<file path="src/logic/dsptu_pkg.sv">
// dual-slope pwm timer unit: register map, field positions, modes and bus carrier
// assumes a 32-bit classic wishbone slave with byte data in lane 0
package dsptu_pkg;
  // register byte addresses
  localparam logic [7:0] ADR_CTRL_A = 8'h00;
  localparam logic [7:0] ADR_CTRL_B = 8'h04;
  localparam logic [7:0] ADR_COUNT = 8'h08;
  localparam logic [7:0] ADR_CMP_A = 8'h0C;
  localparam logic [7:0] ADR_IRQ_STAT = 8'h10;
  localparam logic [7:0] ADR_IRQ_MASK = 8'h14;
  // field positions and writable masks
  localparam int CA_ACT_A_LSB = 6;
  localparam int CA_MODE_LSB = 0;
  localparam int CB_FORCE_A = 7;
  localparam int CB_MODE_HI = 3;
  localparam int CB_CS_LSB = 0;
  localparam logic [7:0] CTRL_A_WR_MASK = 8'hF3;
  localparam logic [7:0] CTRL_B_WR_MASK = 8'h0F;
  localparam logic [7:0] RST_BYTE = 8'h00;
  localparam logic [1:0] IRQ_WR_MASK = 2'h3;
  localparam int IRQ_OVF = 0;
  localparam int IRQ_CMPA = 1;
  // counter limits and period
  localparam logic [7:0] CNT_BOTTOM = 8'h00;
  localparam logic [7:0] CNT_ONE = 8'h01;
  localparam logic [7:0] CNT_MAX = 8'hFF;
  localparam int PC_PERIOD_TICKS = 510;
  // waveform mode selections
  localparam logic [2:0] MODE_NORMAL = 3'h0;
  localparam logic [2:0] MODE_PC_MAX = 3'h1;
  localparam logic [2:0] MODE_CTC = 3'h2;
  localparam logic [2:0] MODE_FAST_MAX = 3'h3;
  localparam logic [2:0] MODE_PC_CMP = 3'h5;
  localparam logic [2:0] MODE_FAST_CMP = 3'h7;
  // output actions
  localparam logic [1:0] ACT_OFF = 2'h0;
  localparam logic [1:0] ACT_TOGGLE = 2'h1;
  localparam logic [1:0] ACT_CLEAR = 2'h2;
  localparam logic [1:0] ACT_SET = 2'h3;
  // prescale factors 8 to 256 for clock select codes 2..6; the 1024 mask is not used by any code
  localparam logic [9:0] PRE_MASK_8 = 10'h007;
  localparam logic [9:0] PRE_MASK_32 = 10'h01F;
  localparam logic [9:0] PRE_MASK_64 = 10'h03F;
  localparam logic [9:0] PRE_MASK_128 = 10'h07F;
  localparam logic [9:0] PRE_MASK_256 = 10'h0FF;
  localparam logic [9:0] PRE_MASK_1024 = 10'h3FF;
  typedef enum logic {DIR_UP = 1'b0, DIR_DOWN = 1'b1} dsptu_dir_e;
  typedef struct packed {
    logic cyc;
    logic stb;
    logic we;
    logic [7:0] adr;
    logic [3:0] sel;
    logic [31:0] dat;
  } dsptu_wb_req_s;
endpackage

</file>
<file path="src/logic/dsptu_top.sv">
// dual-slope pwm timer unit: counter, waveform generator for channel a, flags, irq, wishbone slave
// assumes one clock, synchronous active-high reset, a classic wishbone master
//
// The Wishbone slave port and the register addresses are this design's own decisions.
`timescale 1ns/1ps
// Notes on behaviour
// - mode selections 1 and 5 make the counter run up from bottom to top and back down, over and over.
// - in the dual-slope modes top is 0xFF for selection 1 and the channel a compare value for selection 5.
// - the counter climbs until it equals top, stays there for one tick, then starts counting down.
// - in dual-slope mode the overflow flag is set each time the counter reaches bottom and may raise the irq.
// - non-inverting dual-slope output clears on an up match and sets on a down match, inverting does the reverse.
// - a compare value of bottom gives a steady low and max a steady high when non-inverted, opposite when inverted.
// - when the compare value leaves max, the output is moved to the up-match level at bottom with no match.
// - if counting runs above the compare value on the way up, the missed up-match level is still applied.
// - with top at max one dual-slope period is 510 ticks and the tick is the clock divided by 1 to 256.
// - the tick is a clock enable on the system clock; an oscillator clock source is not built here.
// - a nonzero channel a action routes the output to the pin, except action 1 in pwm without the mode high bit; software must set the pin direction too.
// - outside pwm modes action 0 disconnects, 1 toggles, 2 clears and 3 sets the output on a match.
// - in single-slope pwm action 1 toggles only with the mode high bit, 2 clears on match and sets at top, 3 reverse.
// - in dual-slope pwm action 1 toggles only with the mode high bit, 2 clears up and sets down, 3 reverse.
// - in pwm with compare equal to top and the action high bit set, the match is ignored but the top action runs.
// - the mode selection joins the two low bits of control a with bit 3 of control b.
module dsptu_top (
  // clock and reset
  input wire logic clk_i,
  input wire logic rst_i,
  // wishbone slave
  input wire dsptu_pkg::dsptu_wb_req_s wb_req_i,
  output logic [31:0] wb_dat_o,
  output logic wb_ack_o,
  // compare output pin and interrupt
  output logic compare_output_a_o,
  output logic compare_output_a_oe_o,
  output logic irq_o
);
  import dsptu_pkg::*;

  ////////////////////////////////////////////////////////////////////////////
  function automatic logic tick_of(input logic [2:0] cs, input logic [9:0] pre);
    logic t;
    t = 1'b0;
    case (cs)
      3'h1: t = 1'b1;
      3'h2: t = (pre & PRE_MASK_8) == PRE_MASK_8;
      3'h3: t = (pre & PRE_MASK_32) == PRE_MASK_32;
      3'h4: t = (pre & PRE_MASK_64) == PRE_MASK_64;
      3'h5: t = (pre & PRE_MASK_128) == PRE_MASK_128;
      3'h6: t = (pre & PRE_MASK_256) == PRE_MASK_256;
      default: t = 1'b0;
    endcase
    return t;
  endfunction

  function automatic logic apply_act(input logic cur, input logic [1:0] act);
    logic r;
    r = cur;
    case (act)
      ACT_TOGGLE: r = ~cur;
      ACT_CLEAR: r = 1'b0;
      ACT_SET: r = 1'b1;
      default: r = cur;
    endcase
    return r;
  endfunction

  ////////////////////////////////////////////////////////////////////////////
  logic [7:0] waveform_control_a_reg;
  logic [7:0] waveform_control_b_reg;
  logic [7:0] count_value_reg;
  logic [7:0] cmp_buf_reg;
  logic [7:0] compare_value_a_reg;
  logic [1:0] irq_stat_reg;
  logic [1:0] irq_mask_reg;
  logic [9:0] pre_reg;
  logic was_max_reg;
  dsptu_dir_e dir_reg;
  dsptu_dir_e dir_next;
  logic [7:0] count_next;
  logic out_next;
  logic [2:0] waveform_mode_select;
  logic [1:0] output_a_action;
  logic mode_select_high_bit;
  logic is_pc;
  logic is_fast;
  logic is_pwm;
  logic [7:0] top;
  logic timer_tick;
  logic match;
  logic ignore_match;
  logic ovf_evt;
  logic upd_evt;
  logic turn_evt;
  logic take;
  logic wr;
  logic rd;
  logic force_a;
  logic up_lvl;
  logic oe_next;

  assign waveform_mode_select = {waveform_control_b_reg[CB_MODE_HI],
                                 waveform_control_a_reg[CA_MODE_LSB +: 2]};
  assign mode_select_high_bit = waveform_mode_select[2];
  assign output_a_action = waveform_control_a_reg[CA_ACT_A_LSB +: 2];
  assign is_pc = (waveform_mode_select == MODE_PC_MAX) || (waveform_mode_select == MODE_PC_CMP);
  assign is_fast = (waveform_mode_select == MODE_FAST_MAX) || (waveform_mode_select == MODE_FAST_CMP);
  assign is_pwm = is_pc || is_fast;
  assign top = (waveform_mode_select == MODE_PC_CMP || waveform_mode_select == MODE_FAST_CMP ||
                waveform_mode_select == MODE_CTC) ? compare_value_a_reg : CNT_MAX;
  assign timer_tick = tick_of(waveform_control_b_reg[CB_CS_LSB +: 3], pre_reg);
  assign match = count_value_reg == compare_value_a_reg;
  assign ignore_match = is_pwm && output_a_action[1] && (compare_value_a_reg == top);
  assign up_lvl = output_a_action[0];
  assign take = wb_req_i.cyc && wb_req_i.stb && !wb_ack_o;
  assign wr = take && wb_req_i.we && wb_req_i.sel[0];
  assign rd = take && !wb_req_i.we;
  assign force_a = wr && (wb_req_i.adr == ADR_CTRL_B) && wb_req_i.dat[CB_FORCE_A] && !is_pwm;

  ////////////////////////////////////////////////////////////////////////////
  // counting sequence
  always_comb begin
    count_next = count_value_reg;
    dir_next = dir_reg;
    ovf_evt = 1'b0;
    upd_evt = 1'b0;
    turn_evt = 1'b0;
    if (timer_tick) begin
      if (is_pc) begin
        if (count_value_reg == CNT_BOTTOM) begin
          dir_next = DIR_UP;
          if (top != CNT_BOTTOM) begin
            count_next = count_value_reg + CNT_ONE;
          end
        end else if (dir_reg == DIR_UP) begin
          if (count_value_reg >= top) begin
            turn_evt = 1'b1;
            upd_evt = 1'b1;
            dir_next = DIR_DOWN;
            count_next = count_value_reg - CNT_ONE;
          end else begin
            count_next = count_value_reg + CNT_ONE;
          end
        end else begin
          count_next = count_value_reg - CNT_ONE;
          ovf_evt = count_value_reg == CNT_ONE;
        end
      end else if (is_fast) begin
        if (count_value_reg >= top) begin
          count_next = CNT_BOTTOM;
          ovf_evt = 1'b1;
          upd_evt = 1'b1;
        end else begin
          count_next = count_value_reg + CNT_ONE;
        end
      end else begin
        dir_next = DIR_UP;
        ovf_evt = count_value_reg == CNT_MAX;
        if (waveform_mode_select == MODE_CTC && match) begin
          count_next = CNT_BOTTOM;
        end else begin
          count_next = count_value_reg + CNT_ONE;
        end
      end
    end
  end

  ////////////////////////////////////////////////////////////////////////////
  // waveform generator for channel a
  always_comb begin
    out_next = compare_output_a_o;
    if (force_a) begin
      out_next = apply_act(compare_output_a_o, output_a_action);
    end else if (timer_tick) begin
      if (!is_pwm) begin
        if (match) begin
          out_next = apply_act(compare_output_a_o, output_a_action);
        end
      end else if (output_a_action == ACT_TOGGLE) begin
        if (mode_select_high_bit && match) begin
          out_next = ~compare_output_a_o;
        end
      end else if (output_a_action[1] && is_fast) begin
        if (count_value_reg >= top) begin
          out_next = ~up_lvl;
        end else if (match && !ignore_match) begin
          out_next = up_lvl;
        end
      end else if (output_a_action[1]) begin
        if (dir_reg == DIR_UP || count_value_reg == CNT_BOTTOM) begin
          if (turn_evt && ignore_match) begin
            out_next = ~up_lvl;
          end else if (match && !ignore_match) begin
            out_next = up_lvl;
          end else if (count_value_reg > compare_value_a_reg) begin
            out_next = up_lvl;
          end else if (count_value_reg == CNT_BOTTOM && was_max_reg && compare_value_a_reg != CNT_MAX) begin
            out_next = up_lvl;
          end
        end else if (match && !ignore_match) begin
          out_next = ~up_lvl;
        end
      end
    end
  end

  assign oe_next = (output_a_action != ACT_OFF) &&
                   !(is_pwm && output_a_action == ACT_TOGGLE && !mode_select_high_bit);

  ////////////////////////////////////////////////////////////////////////////
  always_ff @(posedge clk_i) begin
    if (rst_i) begin
      pre_reg <= '0;
    end else begin
      pre_reg <= pre_reg + 10'h001;
    end
  end

  always_ff @(posedge clk_i) begin
    if (rst_i) begin
      count_value_reg <= RST_BYTE;
      dir_reg <= DIR_UP;
      was_max_reg <= 1'b0;
    end else begin
      dir_reg <= dir_next;
      if (wr && wb_req_i.adr == ADR_COUNT) begin
        count_value_reg <= wb_req_i.dat[7:0];
      end else begin
        count_value_reg <= count_next;
      end
      if (turn_evt) begin
        was_max_reg <= compare_value_a_reg == CNT_MAX;
      end else if (timer_tick && count_value_reg == CNT_BOTTOM) begin
        was_max_reg <= 1'b0;
      end
    end
  end

  // compare value: immediate outside pwm, taken at top in pwm
  always_ff @(posedge clk_i) begin
    if (rst_i) begin
      compare_value_a_reg <= RST_BYTE;
    end else if (!is_pwm || upd_evt) begin
      compare_value_a_reg <= cmp_buf_reg;
    end
  end

  always_ff @(posedge clk_i) begin
    if (rst_i) begin
      compare_output_a_o <= 1'b0;
      compare_output_a_oe_o <= 1'b0;
    end else begin
      compare_output_a_o <= out_next;
      compare_output_a_oe_o <= oe_next;
    end
  end

  ////////////////////////////////////////////////////////////////////////////
  // registers, flags and wishbone answer
  always_ff @(posedge clk_i) begin
    if (rst_i) begin
      waveform_control_a_reg <= RST_BYTE;
      waveform_control_b_reg <= RST_BYTE;
      cmp_buf_reg <= RST_BYTE;
      irq_mask_reg <= '0;
    end else if (wr) begin
      case (wb_req_i.adr)
        ADR_CTRL_A: waveform_control_a_reg <= wb_req_i.dat[7:0] & CTRL_A_WR_MASK;
        ADR_CTRL_B: waveform_control_b_reg <= wb_req_i.dat[7:0] & CTRL_B_WR_MASK;
        ADR_CMP_A: cmp_buf_reg <= wb_req_i.dat[7:0];
        ADR_IRQ_MASK: irq_mask_reg <= wb_req_i.dat[1:0] & IRQ_WR_MASK;
        default: cmp_buf_reg <= cmp_buf_reg;
      endcase
    end
  end

  // read clears status; a new event in the same cycle wins
  always_ff @(posedge clk_i) begin
    if (rst_i) begin
      irq_stat_reg <= '0;
    end else begin
      if (rd && wb_req_i.adr == ADR_IRQ_STAT) begin
        irq_stat_reg <= '0;
      end
      if (ovf_evt) begin
        irq_stat_reg[IRQ_OVF] <= 1'b1;
      end
      if (timer_tick && match) begin
        irq_stat_reg[IRQ_CMPA] <= 1'b1;
      end
    end
  end

  always_ff @(posedge clk_i) begin
    if (rst_i) begin
      irq_o <= 1'b0;
    end else begin
      irq_o <= |(irq_stat_reg & irq_mask_reg);
    end
  end

  always_ff @(posedge clk_i) begin
    if (rst_i) begin
      wb_ack_o <= 1'b0;
      wb_dat_o <= '0;
    end else begin
      wb_ack_o <= take;
      wb_dat_o <= '0;
      if (rd) begin
        case (wb_req_i.adr)
          ADR_CTRL_A: wb_dat_o[7:0] <= waveform_control_a_reg;
          ADR_CTRL_B: wb_dat_o[7:0] <= waveform_control_b_reg;
          ADR_COUNT: wb_dat_o[7:0] <= count_value_reg;
          ADR_CMP_A: wb_dat_o[7:0] <= cmp_buf_reg;
          ADR_IRQ_STAT: wb_dat_o[1:0] <= irq_stat_reg;
          ADR_IRQ_MASK: wb_dat_o[1:0] <= irq_mask_reg;
          default: wb_dat_o <= '0;
        endcase
      end
    end
  end

  logic cnt_wr;
  assign cnt_wr = wr && wb_req_i.adr == ADR_COUNT;
endmodule // dsptu_top

</file>
<file path="config.mk">
export PLATFORM = sky130hd
export DESIGN_NAME = dsptu_top
export DESIGN_NICKNAME = d
export VERILOG_FILES = /design/src/logic/dsptu_pkg.sv /design/src/logic/dsptu_top.sv
export SDC_FILE = /design/constraint.sdc
export NUM_CORES = 1
export LEC_CHECK = 0
export BUFFER_PORTS_ARGS = -buffer_cell sky130_fd_sc_hd__buf_2
export CAP_MARGIN = 15
export CELL_PAD_IN_SITES_DETAIL_PLACEMENT = 0
export CELL_PAD_IN_SITES_GLOBAL_PLACEMENT = 1
export CORE_MARGIN = 2
export CORE_UTILIZATION = 25
export CTS_CLUSTER_SIZE = 20
export DETAILED_ROUTE_END_ITERATION = 16
export PLACE_DENSITY = 0.56
export SKIP_CTS_REPAIR_TIMING = 1
export SYNTH_ARGS = -nofsm -noshare
export SYNTH_HDL_FRONTEND = slang
export SYNTH_SLANG_ARGS = --single-unit
export TNS_END_PERCENT = 5
</file>
<file path="constraint.sdc">
create_clock -name clk_i -period 3.7 [get_ports clk_i]
set_input_delay 0.37 -clock clk_i [delete_from_list [all_inputs] [get_ports clk_i]]
set_output_delay 0.37 -clock clk_i [all_outputs]
set_load 0.005 [all_outputs]
</file>
==> results.md, run 1 <==
- R2r setup slk: roughly 0.56 ns
- Mapped Area: 0.00384 mm²
- Worst clock skew: roughly 0.0056 ns
- Core Region: around 0.015 mm²
- IO Pins: 85
- Die Wd: 128 µm
- Port bufs: 33
- Fin cells: 700
- Share of the synthesized area in the top cell type: roughly 31%
- Placer Congestion: around 0.86
- Worst-skew pair later-pin latency: approximately 0.34 ns
- Setup CP Type: register to register
- Static leakage: about 1.8 nW
- Critical path's slowest cell: a21oi_1
- MaxCap Viol Count: 0
- Root buffer cell: clkbuf_16
- Cells taking the most area after synthesis: dfxtp_1 31%, nor2_1 8.7%, ha_1 7.5%
- Syn_area_per_cell: a little over 8 µm²
- DP HPWL: 8450 µm
- Critical-path cell list: inv_1, nor3_1, a21oi_1, nor2_1, ha_1, nand2_1, o21ai_0, a211oi_1, buf_4, or2_1, o31ai_1, o31ai_1, a22oi_1, a21oi_1
- Max Root-Sink Buffers: 2
- Crit-path max cell delay: ~0.47 ns
- First-pass GRT wire length: 17900 µm
- WP buf/inv: 2
- Final WL: ~11000 µm
- Final setup viols: 0
- CTS tree: done
- Clock share of power: between 50% and 60%
- Gate power share: between 4 and 5%
- Pin count of the biggest net entering global routing: 32
- Post-route cell area: between 0.004 and 0.005 mm²
- Initial Util: between 20 and 30%
- Die H: approximately 130 µm
- Switching part of the total: between 20% and 30%
- Area grow syn2layout: 14.8%
- DR pass1 iterations: 4
- Synth top cells by count: 89 x nor2_1, 60 x dfxtp_1, 37 x a21oi_1, 27 x nand2_1, 26 x mux2i_1
- Total CTS buffers: 9
- Reg area: approximately 0.0012 mm²
- Relative slew slack: approximately 44%
- VDD IR-drop max: between 0.2 and 0.25 mV
- Fill count: approximately 1600
- Max Clk Rate: approximately 320 MHz
- Routed WL per cell: approximately 16 µm
- Cell count after placement: 684
- Iter 0 DRT Violations: 207
- CP delay by family, top: compound AO/OA/AOI/OAI gates
- WP data required: 3.90 ns
- Slew of the pin with the lowest slew margin: roughly 0.83 ns
- Hold Path Class: primary input to register
- Diode count: 0
- Cell with the most instances after synthesis: nor2_1
- Fin nets: around 580
- Routed Antenna Nets: 0
- Via count: between 3000 and 4000
- GR Util All Layers: between 10% and 20%
- DP Area: about 0.0041 mm²
- Final setup TNS: 0 ns
- RSZ-0062 raised after global routing: false
- Rows: 45
- Ys Warns: 0
- GRT Residual Overflow: 0
- Type of origin of the critical path: register
- Power per standard cell area: around 350 mW/mm²
- Part of the power in registers: between 40 and 50%
- Outcome: finished clean
- CTS sink count: 60
- Final Hold Viols: 0
- Synthesized flop and latch total: 60
- Synth area leader: dfxtp_1
- Top_reg_cell synth: dfxtp_1
- Worst Path Max Fanout: 8
- Max-slew violations: 0
- Post-synthesis sequential area ratio: a little under a third
- Full die area: roughly 0.016 mm²
- Final Cycle Share: about 85%
- Residual DRC count: 0
- Vias in the first global route: between 3000 and 4000
- CTS H-Tree Depth: 3
- Post-synth EDFFs: 0
- Ratio of cells with drive above 1 in the final layout: ~15%
- Netlist cell types: 65
- Post-synthesis cell count: around 480
- Final Util: around 29%
- P_int: between 1 and 1.5 mW
- Critical Path AT: 3.34 ns
- CTS clk-pin slew, worst paths: roughly 0.060 ns
- Fin crit period: roughly 3.1 ns
- Async SR Flop Fraction: 0%
- NetSw: between 0.3 and 0.4 mW
- Crit end category: register
- Routed vias/inst: 4.86
- Initial antenna violation count: 0
- Multi-input gate area: 0.00237 mm²
[layout make-up]
| cell class | count | area share (%) |
|---|---|---|
| multi-input cells | 373 | 53.8 |
| flip-flops and latches | 60 | 27.2 |
| repair buffers | 43 | 5.45 |
| well taps | 188 | 5.33 |
| clock buffers | 11 | 5.28 |
| inverters | 20 | 1.70 |
| clock inverters | 5 | 1.19 |
[path summary, 6_finish.rpt]
check,from,endpoint,cells past startpoint
max,waveform_control_a_reg[1],count_value_reg[3],14
min,wb_req_i[4],waveform_control_a_reg[4],3
max reg2reg,waveform_control_a_reg[1],count_value_reg[3],14
min reg2reg,pre_reg[0],pre_reg[0],1
[power by group through the flow]
stage,Clock [mW],Combinational (mW),Sequential [mW]
2_1_floorplan,0,0.0517,0.666
5_1_grt,0.872,0.0695,0.652
3_5_place_dp,0,0.0629,0.666
6_report,0.819,0.0623,0.653
3_3_place_gp,0,0.0623,0.666
4_1_cts,0.841,0.0631,0.652
[placed cells by master, fill, tap and decap left out, drive strengths merged, types with 4 or more instances in the layout]
cell / n
nor3: 17
a22oi: 8
mux2i: 26
nand3: 12
nor4: 4
ha: 23
a31oi: 4
conb: 24
a211oi: 6
nor2b: 8
nor2: 89
inv: 20
clkbuf: 11
a21oi: 37
mux2: 4
nand4: 8
buf: 43
nand2: 27
and3: 4
o21ai: 13
o31ai: 5
dfxtp: 60
[worst register-to-register path, delay by kind of cell, from the launching register on]
| kind | cells | cell delay, ns |
|---|---|---|
| AO/OA/AOI/OAI | 7 | 1.58 |
| AND/OR/NAND/NOR | 4 | 0.51 |
| adder cells (fa/ha/maj) | 1 | 0.32 |
| flip-flops | 1 | 0.31 |
| buffers and inverters | 2 | 0.28 |
[through the flow]
| step | power [mW] | hold slack (ns) | worst slack [ns] |
|---|---|---|---|
| CTS | 1.56 | 0.272 | 0.510 |
| detailed placement | 0.729 | 0.438 | 0.547 |
| global placement | 0.728 | 0.427 | 0.576 |
| finish | 1.53 | 0.282 | 0.559 |
| floorplan | 0.717 | 0.418 | 0.414 |
| global route | 1.59 | 0.290 | 0.148 |
[cells by family after synthesis]
| logic type | synth area share (%) |
|---|---|
| compound gates | 17.3 |
| xor+xnor | 0.684 |
| fa+ha+maj | 7.49 |
| buf+inv | 9.18 |
| flops | 31.3 |
| mux | 9.12 |
| other cells | 0.0976 |
| simple gates | 24.8 |
[layer usage]
metal | share of wire (%) | track usage (%) | vias to the layer above
met5 | 0 | 0 | -
met4 | 2.0 | 5.56 | 0
met3 | 4.4 | 3.71 | 12
met2 | 45 | 22.0 | 77
met1 | 48 | 19.4 | 1613
li1 | - | - | 1700
No activity file was read; power rests on OpenSTA's default activity.
==> inputs of run 2 (changes only) <==
- clock period: 3.7 -> 2.9 ns (I/O delays scaled with it)
==> results.md, run 2 (synthesized netlist as in run 1, its figures left out) <==
- MaxCap Viol Count: 0 (unchanged)
- Final setup viols: 0 (unchanged)
- Hold Path Class: primary input to register (unchanged)
- Static leakage: 1.94 nW (was 1.81 nW)
- Final WL: 11300 µm (about the same)
- IO Pins: 85 (unchanged)
- Max-slew violations: 0 (unchanged)
- DP HPWL: 8380 µm (was 8450 µm)
- Ratio of cells with drive above 1 in the final layout: 21.6% (was 14.8%)
- Crit end category: register (unchanged)
- Placer Congestion: 0.850 (was 0.861)
- Final setup TNS: 0 ns (unchanged)
- Cell count after placement: 703 (was 684)
- DR pass1 iterations: 5 (was 4)
- Worst R2R Path Depth: 14 (unchanged)
- Fin crit period: 2.74 ns (was 3.14 ns)
- Worst-skew pair later-pin latency: 0.34 ns (about the same)
- Most frequent cells in the layout: 88 x nor2_1, 58 x dfxtp_1, 35 x a21oi_1 (was 89 x nor2_1, 60 x dfxtp_1, 37 x a21oi_1)
- CP startpoint: waveform_control_a_reg[1] (unchanged)
- CTS H-Tree Depth: 3 (unchanged)
- Die H: 128 µm (unchanged)
- DP Area: 0.00429 mm² (was 0.00413 mm²)
- Type of origin of the critical path: register (unchanged)
- Fin nets: 600 (was 579)
- RR Endpoint: count_value_reg[3] (unchanged)
- First-pass GRT wire length: 17400 µm (was 17900 µm)
- Residual DRC count: 0 (unchanged)
- Full die area: 0.0164 mm² (unchanged)
- Total CTS buffers: 9 (unchanged)
- Rows: 45 (unchanged)
- Setup CP Type: register to register (unchanged)
- Relative slew slack: 57.1% (was 44.1%)
- CTS tree: done (unchanged)
- CTS clk-pin slew, worst paths: 0.06 ns (about the same)
- Core Region: 0.0151 mm² (unchanged)
- Via count: 3464 (was 3402)
- Worst Path Max Fanout: 7 (was 8)
- Area grow syn2layout: 21.8% (was 14.8%)
- Power per standard cell area: 424 mW/mm² (was 348 mW/mm²)
- Outcome: finished clean (unchanged)
- R2r setup slk: 0.16 ns (was 0.56 ns)
- GR Util All Layers: 14.0% (was 14.4%)
- WP data required: 3.17 ns (was 3.90 ns)
- Pwr Total: 1.98 mW (was 1.53 mW)
- Commonest non-fill, non-tap cell in the layout: nor2_1 (unchanged)
- Die Wd: 128 µm (unchanged)
- Routed WL per cell: 15.7 µm (was 16.2 µm)
- Max Clk Rate: 364 MHz (was 318 MHz)
- Root buffer cell: clkbuf_16 (unchanged)
- Post-route cell area: 0.00468 mm² (was 0.00441 mm²)
- Pin count of the biggest net entering global routing: 43 (was 32)
- Reg-to-reg startpoint: waveform_control_a_reg[1] (unchanged)
- Initial antenna violation count: 0 (unchanged)
- Slew of the pin with the lowest slew margin: 0.634 ns (was 0.834 ns)
- Routed Antenna Nets: 0 (unchanged)
- Critical Path AT: 3.01 ns (was 3.34 ns)
- Routed vias/inst: 4.81 (was 4.86)
- VDD IR-drop max: 0.242 mV (was 0.214 mV)
- Fin cells: 720 (was 700)
- GRT Residual Overflow: 0 (unchanged)
- Worst clock skew: 0.00926 ns (was 0.00555 ns)
- Critical Path Sink: count_value_reg[3] (unchanged)
- Diode count: 0 (unchanged)
- Initial Util: 25.5% (unchanged)
- Max Root-Sink Buffers: 2 (unchanged)
- Port bufs: 33 (unchanged)
- Final Hold Viols: 0 (unchanged)
- Iter 0 DRT Violations: 173 (was 207)
- Final Cycle Share: 94.7% (was 84.9%)
- Vias in the first global route: 3165 (was 3211)
- CTS sink count: 60 (unchanged)
[run 2: cell count changes in the layout (fill, tap and decap cells not counted), sizes merged]
cell | previous run | this run
buf | 43 | 64
clkinvlp | 1 | 2
clkinv | 3 | 1
[run 2: area by class of cell]
class | count | area, µm²
Clock buffer | 11 | 243
Clock inverter | 4 | 50.0
Fill cell | 1613 | 10400
Inverter | 20 | 75.1
Multi-Input combinational cell | 373 | 2450
Sequential cell | 60 | 1200
Tap cell | 188 | 235
Timing Repair Buffer | 64 | 423
[run 2: power breakdown]
part           internal, mW  switching, mW  total (mW)
clock                 0.681          0.389        1.07
sequential            0.829        0.00347       0.833
combinational        0.0255         0.0541      0.0796
total                  1.54          0.446        1.98
[run 2: through the flow]
stage | utilization, % | hold slack [ns] | setup WS [ns]
floorplan | - | 0.418 | 0.0146
global placement | 28.4 | 0.430 | 0.0491
detailed placement | 28.4 | 0.444 | 0.00321
CTS | 30.4 | 0.204 | -0.0259
global route | 31.0 | 0.225 | -0.0255
finish | 31.0 | 0.212 | 0.155
[run 2: critical path, cell delays in order, from the launching register on]
cell,delay [ns]
dfxtp_1,0.35
inv_1,0.08
nor3_2,0.17
a21oi_2,0.09
or2_2,0.29
ha_1,0.28
nor2b_2,0.12
o21ai_2,0.07
a21o_1,0.20
a21oi_2,0.20
o211ai_4,0.16
buf_12,0.20
o31ai_1,0.22
a22oi_1,0.10
a21oi_1,0.12
[run 2: worst min path at each step]
stage | start | endpoint | slack, ns | cells after the start
6_report | wb_req_i[4] | waveform_control_a_reg[4] | 0.21 | 3
5_1_grt | wb_req_i[3] | count_value_reg[3] | 0.23 | 3
4_1_cts | wb_req_i[4] | waveform_control_a_reg[4] | 0.20 | 3
3_5_place_dp | pre_reg[0] | pre_reg[0] | 0.44 | 1
3_3_place_gp | pre_reg[0] | pre_reg[0] | 0.43 | 1
2_1_floorplan | pre_reg[0] | pre_reg[0] | 0.42 | 1
[run 2: per-layer routing]
layer  vias up  share of wire (%)  global-route usage (%)
li1       1744                  -                       -
met1      1644                 49                    19.5
met2        67                 45                    21.3
met3         9                5.0                    3.76
met4         0                1.1                    4.14
met5         -                  0                       0
==> inputs of run 3 (changes only) <==
- CAP_MARGIN: 15 -> unset
- GPL_TIMING_DRIVEN: unset -> 0
==> results.md, run 3 (synthesized netlist as in run 1, its figures left out) <==
- Outcome: finished clean (unchanged)
- Clock share of power: 54.6% (was 54.0%)
- Met1 wire length: 5670 µm (was 5540 µm)
- Part of the power in registers: 40.3% (was 42.0%)
- Diode count: 0 (unchanged)
- Final Util: 32.8% (was 31.0%)
- Final Hold Viols: 0 (unchanged)
- IO Pins: 85 (unchanged)
- Rows: 45 (unchanged)
- Max Clk Rate: 345 MHz (was 364 MHz)
- Gate power share: 5.2% (was 4.0%)
- Worst clock skew: 0.0106 ns (was 0.00926 ns)
- WP data required: 3.09 ns (was 3.17 ns)
- Final setup viols: 0 (unchanged)
- Setup CP Type: register to register (unchanged)
- Initial antenna violation count: 0 (unchanged)
- Fill count: 1629 (was 1613)
- Type of origin of the critical path: register (unchanged)
- RSZ-0062 raised after global routing: true
- Critical path's slowest cell: dfxtp_2 (was dfxtp_1)
- Most frequent cells in the layout: 87 x nor2_1, 58 x dfxtp_1, 34 x a21oi_1, 34 x buf_4, 32 x buf_2 (was 88 x nor2_1, 58 x dfxtp_1, 35 x a21oi_1)
- Ratio of cells with drive above 1 in the final layout: 23.4% (was 21.6%)
- Fin crit period: 2.90 ns (was 2.74 ns)
- Placer Congestion: 0.844 (was 0.850)
- Via count: 3540 (was 3464)
- Die Wd: 128 µm (unchanged)
- Relative slew slack: 47.2% (was 57.1%)
- Commonest non-fill, non-tap cell in the layout: nor2_1 (unchanged)
- Final Cycle Share: 100% (was 94.7%)
- Critical Path AT: 3.09 ns (was 3.01 ns)
- CTS tree: done (unchanged)
- Routed vias/inst: 4.76 (was 4.81)
- CTS clk-pin slew, worst paths: 0.06 ns (about the same)
- GR Util All Layers: 15.0% (was 14.0%)
- Die H: 128 µm (unchanged)
- CTS sink count: 60 (unchanged)
- Worst-skew pair later-pin latency: 0.34 ns (about the same)
- Fin nets: 622 (was 600)
- Full die area: 0.0164 mm² (unchanged)
- Max Root-Sink Buffers: 2 (unchanged)
- Area grow syn2layout: 28.6% (was 21.8%)
- Worst Path Max Fanout: 8 (was 7)
- MaxCap Viol Count: 0 (unchanged)
- Crit-path max cell delay: 0.31 ns (was 0.35 ns)
- Residual DRC count: 0 (unchanged)
- Reg area: 0.00120 mm² (unchanged)
- Final WL: 12100 µm (was 11300 µm)
- Hold Path Class: primary input to register (unchanged)
- Initial Util: 25.5% (unchanged)
- Met2 WL: 5560 µm (was 5060 µm)
- Crit end category: register (unchanged)
- NetSw: 0.460 mW (was 0.446 mW)
- Pin count of the biggest net entering global routing: 11 (was 43)
- Iter 0 DRT Violations: 176 (was 173)
- Vias in the first global route: 3336 (was 3165)
- Pwr Total: 2.07 mW (was 1.98 mW)
- Switching part of the total: 22.2% (was 22.5%)
- Core Region: 0.0151 mm² (unchanged)
- DP HPWL: 8990 µm (was 8380 µm)
- Routed Antenna Nets: 0 (unchanged)
- Total CTS buffers: 9 (unchanged)
- First-pass GRT wire length: 18500 µm (was 17400 µm)
- DR pass1 iterations: 4 (was 5)
- Met3 wire length: 636 µm (was 566 µm)
- Multi-input gate area: 0.00256 mm² (was 0.00245 mm²)
- GRT Residual Overflow: 0 (unchanged)
- Slew of the pin with the lowest slew margin: 0.788 ns (was 0.634 ns)
- Max-slew violations: 0 (unchanged)
- Cell count after placement: 717 (was 703)
- VDD IR-drop max: 0.279 mV (was 0.242 mV)
- P_int: 1.61 mW (was 1.54 mW)
- CTS H-Tree Depth: 3 (unchanged)
- Fin cells: 743 (was 720)
- Top Metal Used: met4 (unchanged)
- Power per standard cell area: 419 mW/mm² (was 424 mW/mm²)
- Port bufs: 31 (was 33)
- Root buffer cell: clkbuf_16 (unchanged)
- Critical-path cell list: buf_6, buf_8, nor3_4, a21oi_4, or2_4, ha_1, nor2b_1, o21ai_2, a21o_4, a21oi_4, o211ai_4, buf_12, and4bb_1, a21oi_1, a21oi_1 (was inv_1, nor3_2, a21oi_2, or2_2, ha_1, nor2b_2, o21ai_2, a21o_1, a21oi_2, o211ai_4, buf_12, o31ai_1, a22oi_1, a21oi_1)
- Routed WL per cell: 16.2 µm (was 15.7 µm)
- Static leakage: 2.05 nW (was 1.94 nW)
run 3: path summary, 6_finish.rpt:
check,to,start,slack (ns),cells after the start
min,waveform_control_a_reg[4],wb_req_i[4],0.22,3
max reg2reg,count_value_reg[6],waveform_control_a_reg[0],0.0004,15
min reg2reg,pre_reg[0],pre_reg[0],0.45,1
max,count_value_reg[6],waveform_control_a_reg[0],0.0004,15
run 3: power groups by stage:
| stage | Combinational (mW) | Clock, mW | Sequential (mW) |
|---|---|---|---|
| after detailed placement | 0.106 | 0 | 0.850 |
| after CTS | 0.106 | 1.16 | 0.832 |
| after global routing | 0.118 | 1.19 | 0.832 |
| after floorplan | 0.0660 | 0 | 0.849 |
| final | 0.107 | 1.13 | 0.833 |
| after global placement | 0.105 | 0 | 0.850 |
run 3: layout make-up:
type,instances,share of cell area [%]
Sequential cell,60,24.4
Inverter,20,1.52
Buffer,43,5.87
Tap cell,188,4.76
Multi-Input combinational cell,373,51.8
Clock inverter,3,0.886
Clock buffer,13,5.47
Timing Repair Buffer,43,5.37
run 3: layer usage:
layer	GRT usage [%]	up-vias
li1	-	1786
met3	4.34	13
met5	0	-
met4	5.11	0
met2	23.0	82
met1	20.2	1659
run 3: worst max-delay path, delay by kind of cell, from the launching register on:
| family | cells | cell delay (ns) |
|---|---|---|
| AOI/OAI and AO/OA | 7 | 1.10 |
| buffers and inverters | 3 | 0.41 |
| and+or+nand+nor | 4 | 0.66 |
| adders and majority gates | 1 | 0.27 |
| DFF | 1 | 0.31 |
run 3: stage by stage:
stage / cell area [µm²] / setup TNS (ns) / setup WS, ns / hold WS, ns
6_report: 4940 / 0 / 0.000413 / 0.219
5_1_grt: 4940 / -1.21 / -0.157 / 0.237
4_1_cts: 4640 / -9.69 / -0.653 / 0.210
3_5_place_dp: 4330 / -9.14 / -0.614 / 0.446
3_3_place_gp: 4330 / -9.51 / -0.627 / 0.430
2_1_floorplan: 3940 / 0 / 0.0146 / 0.418
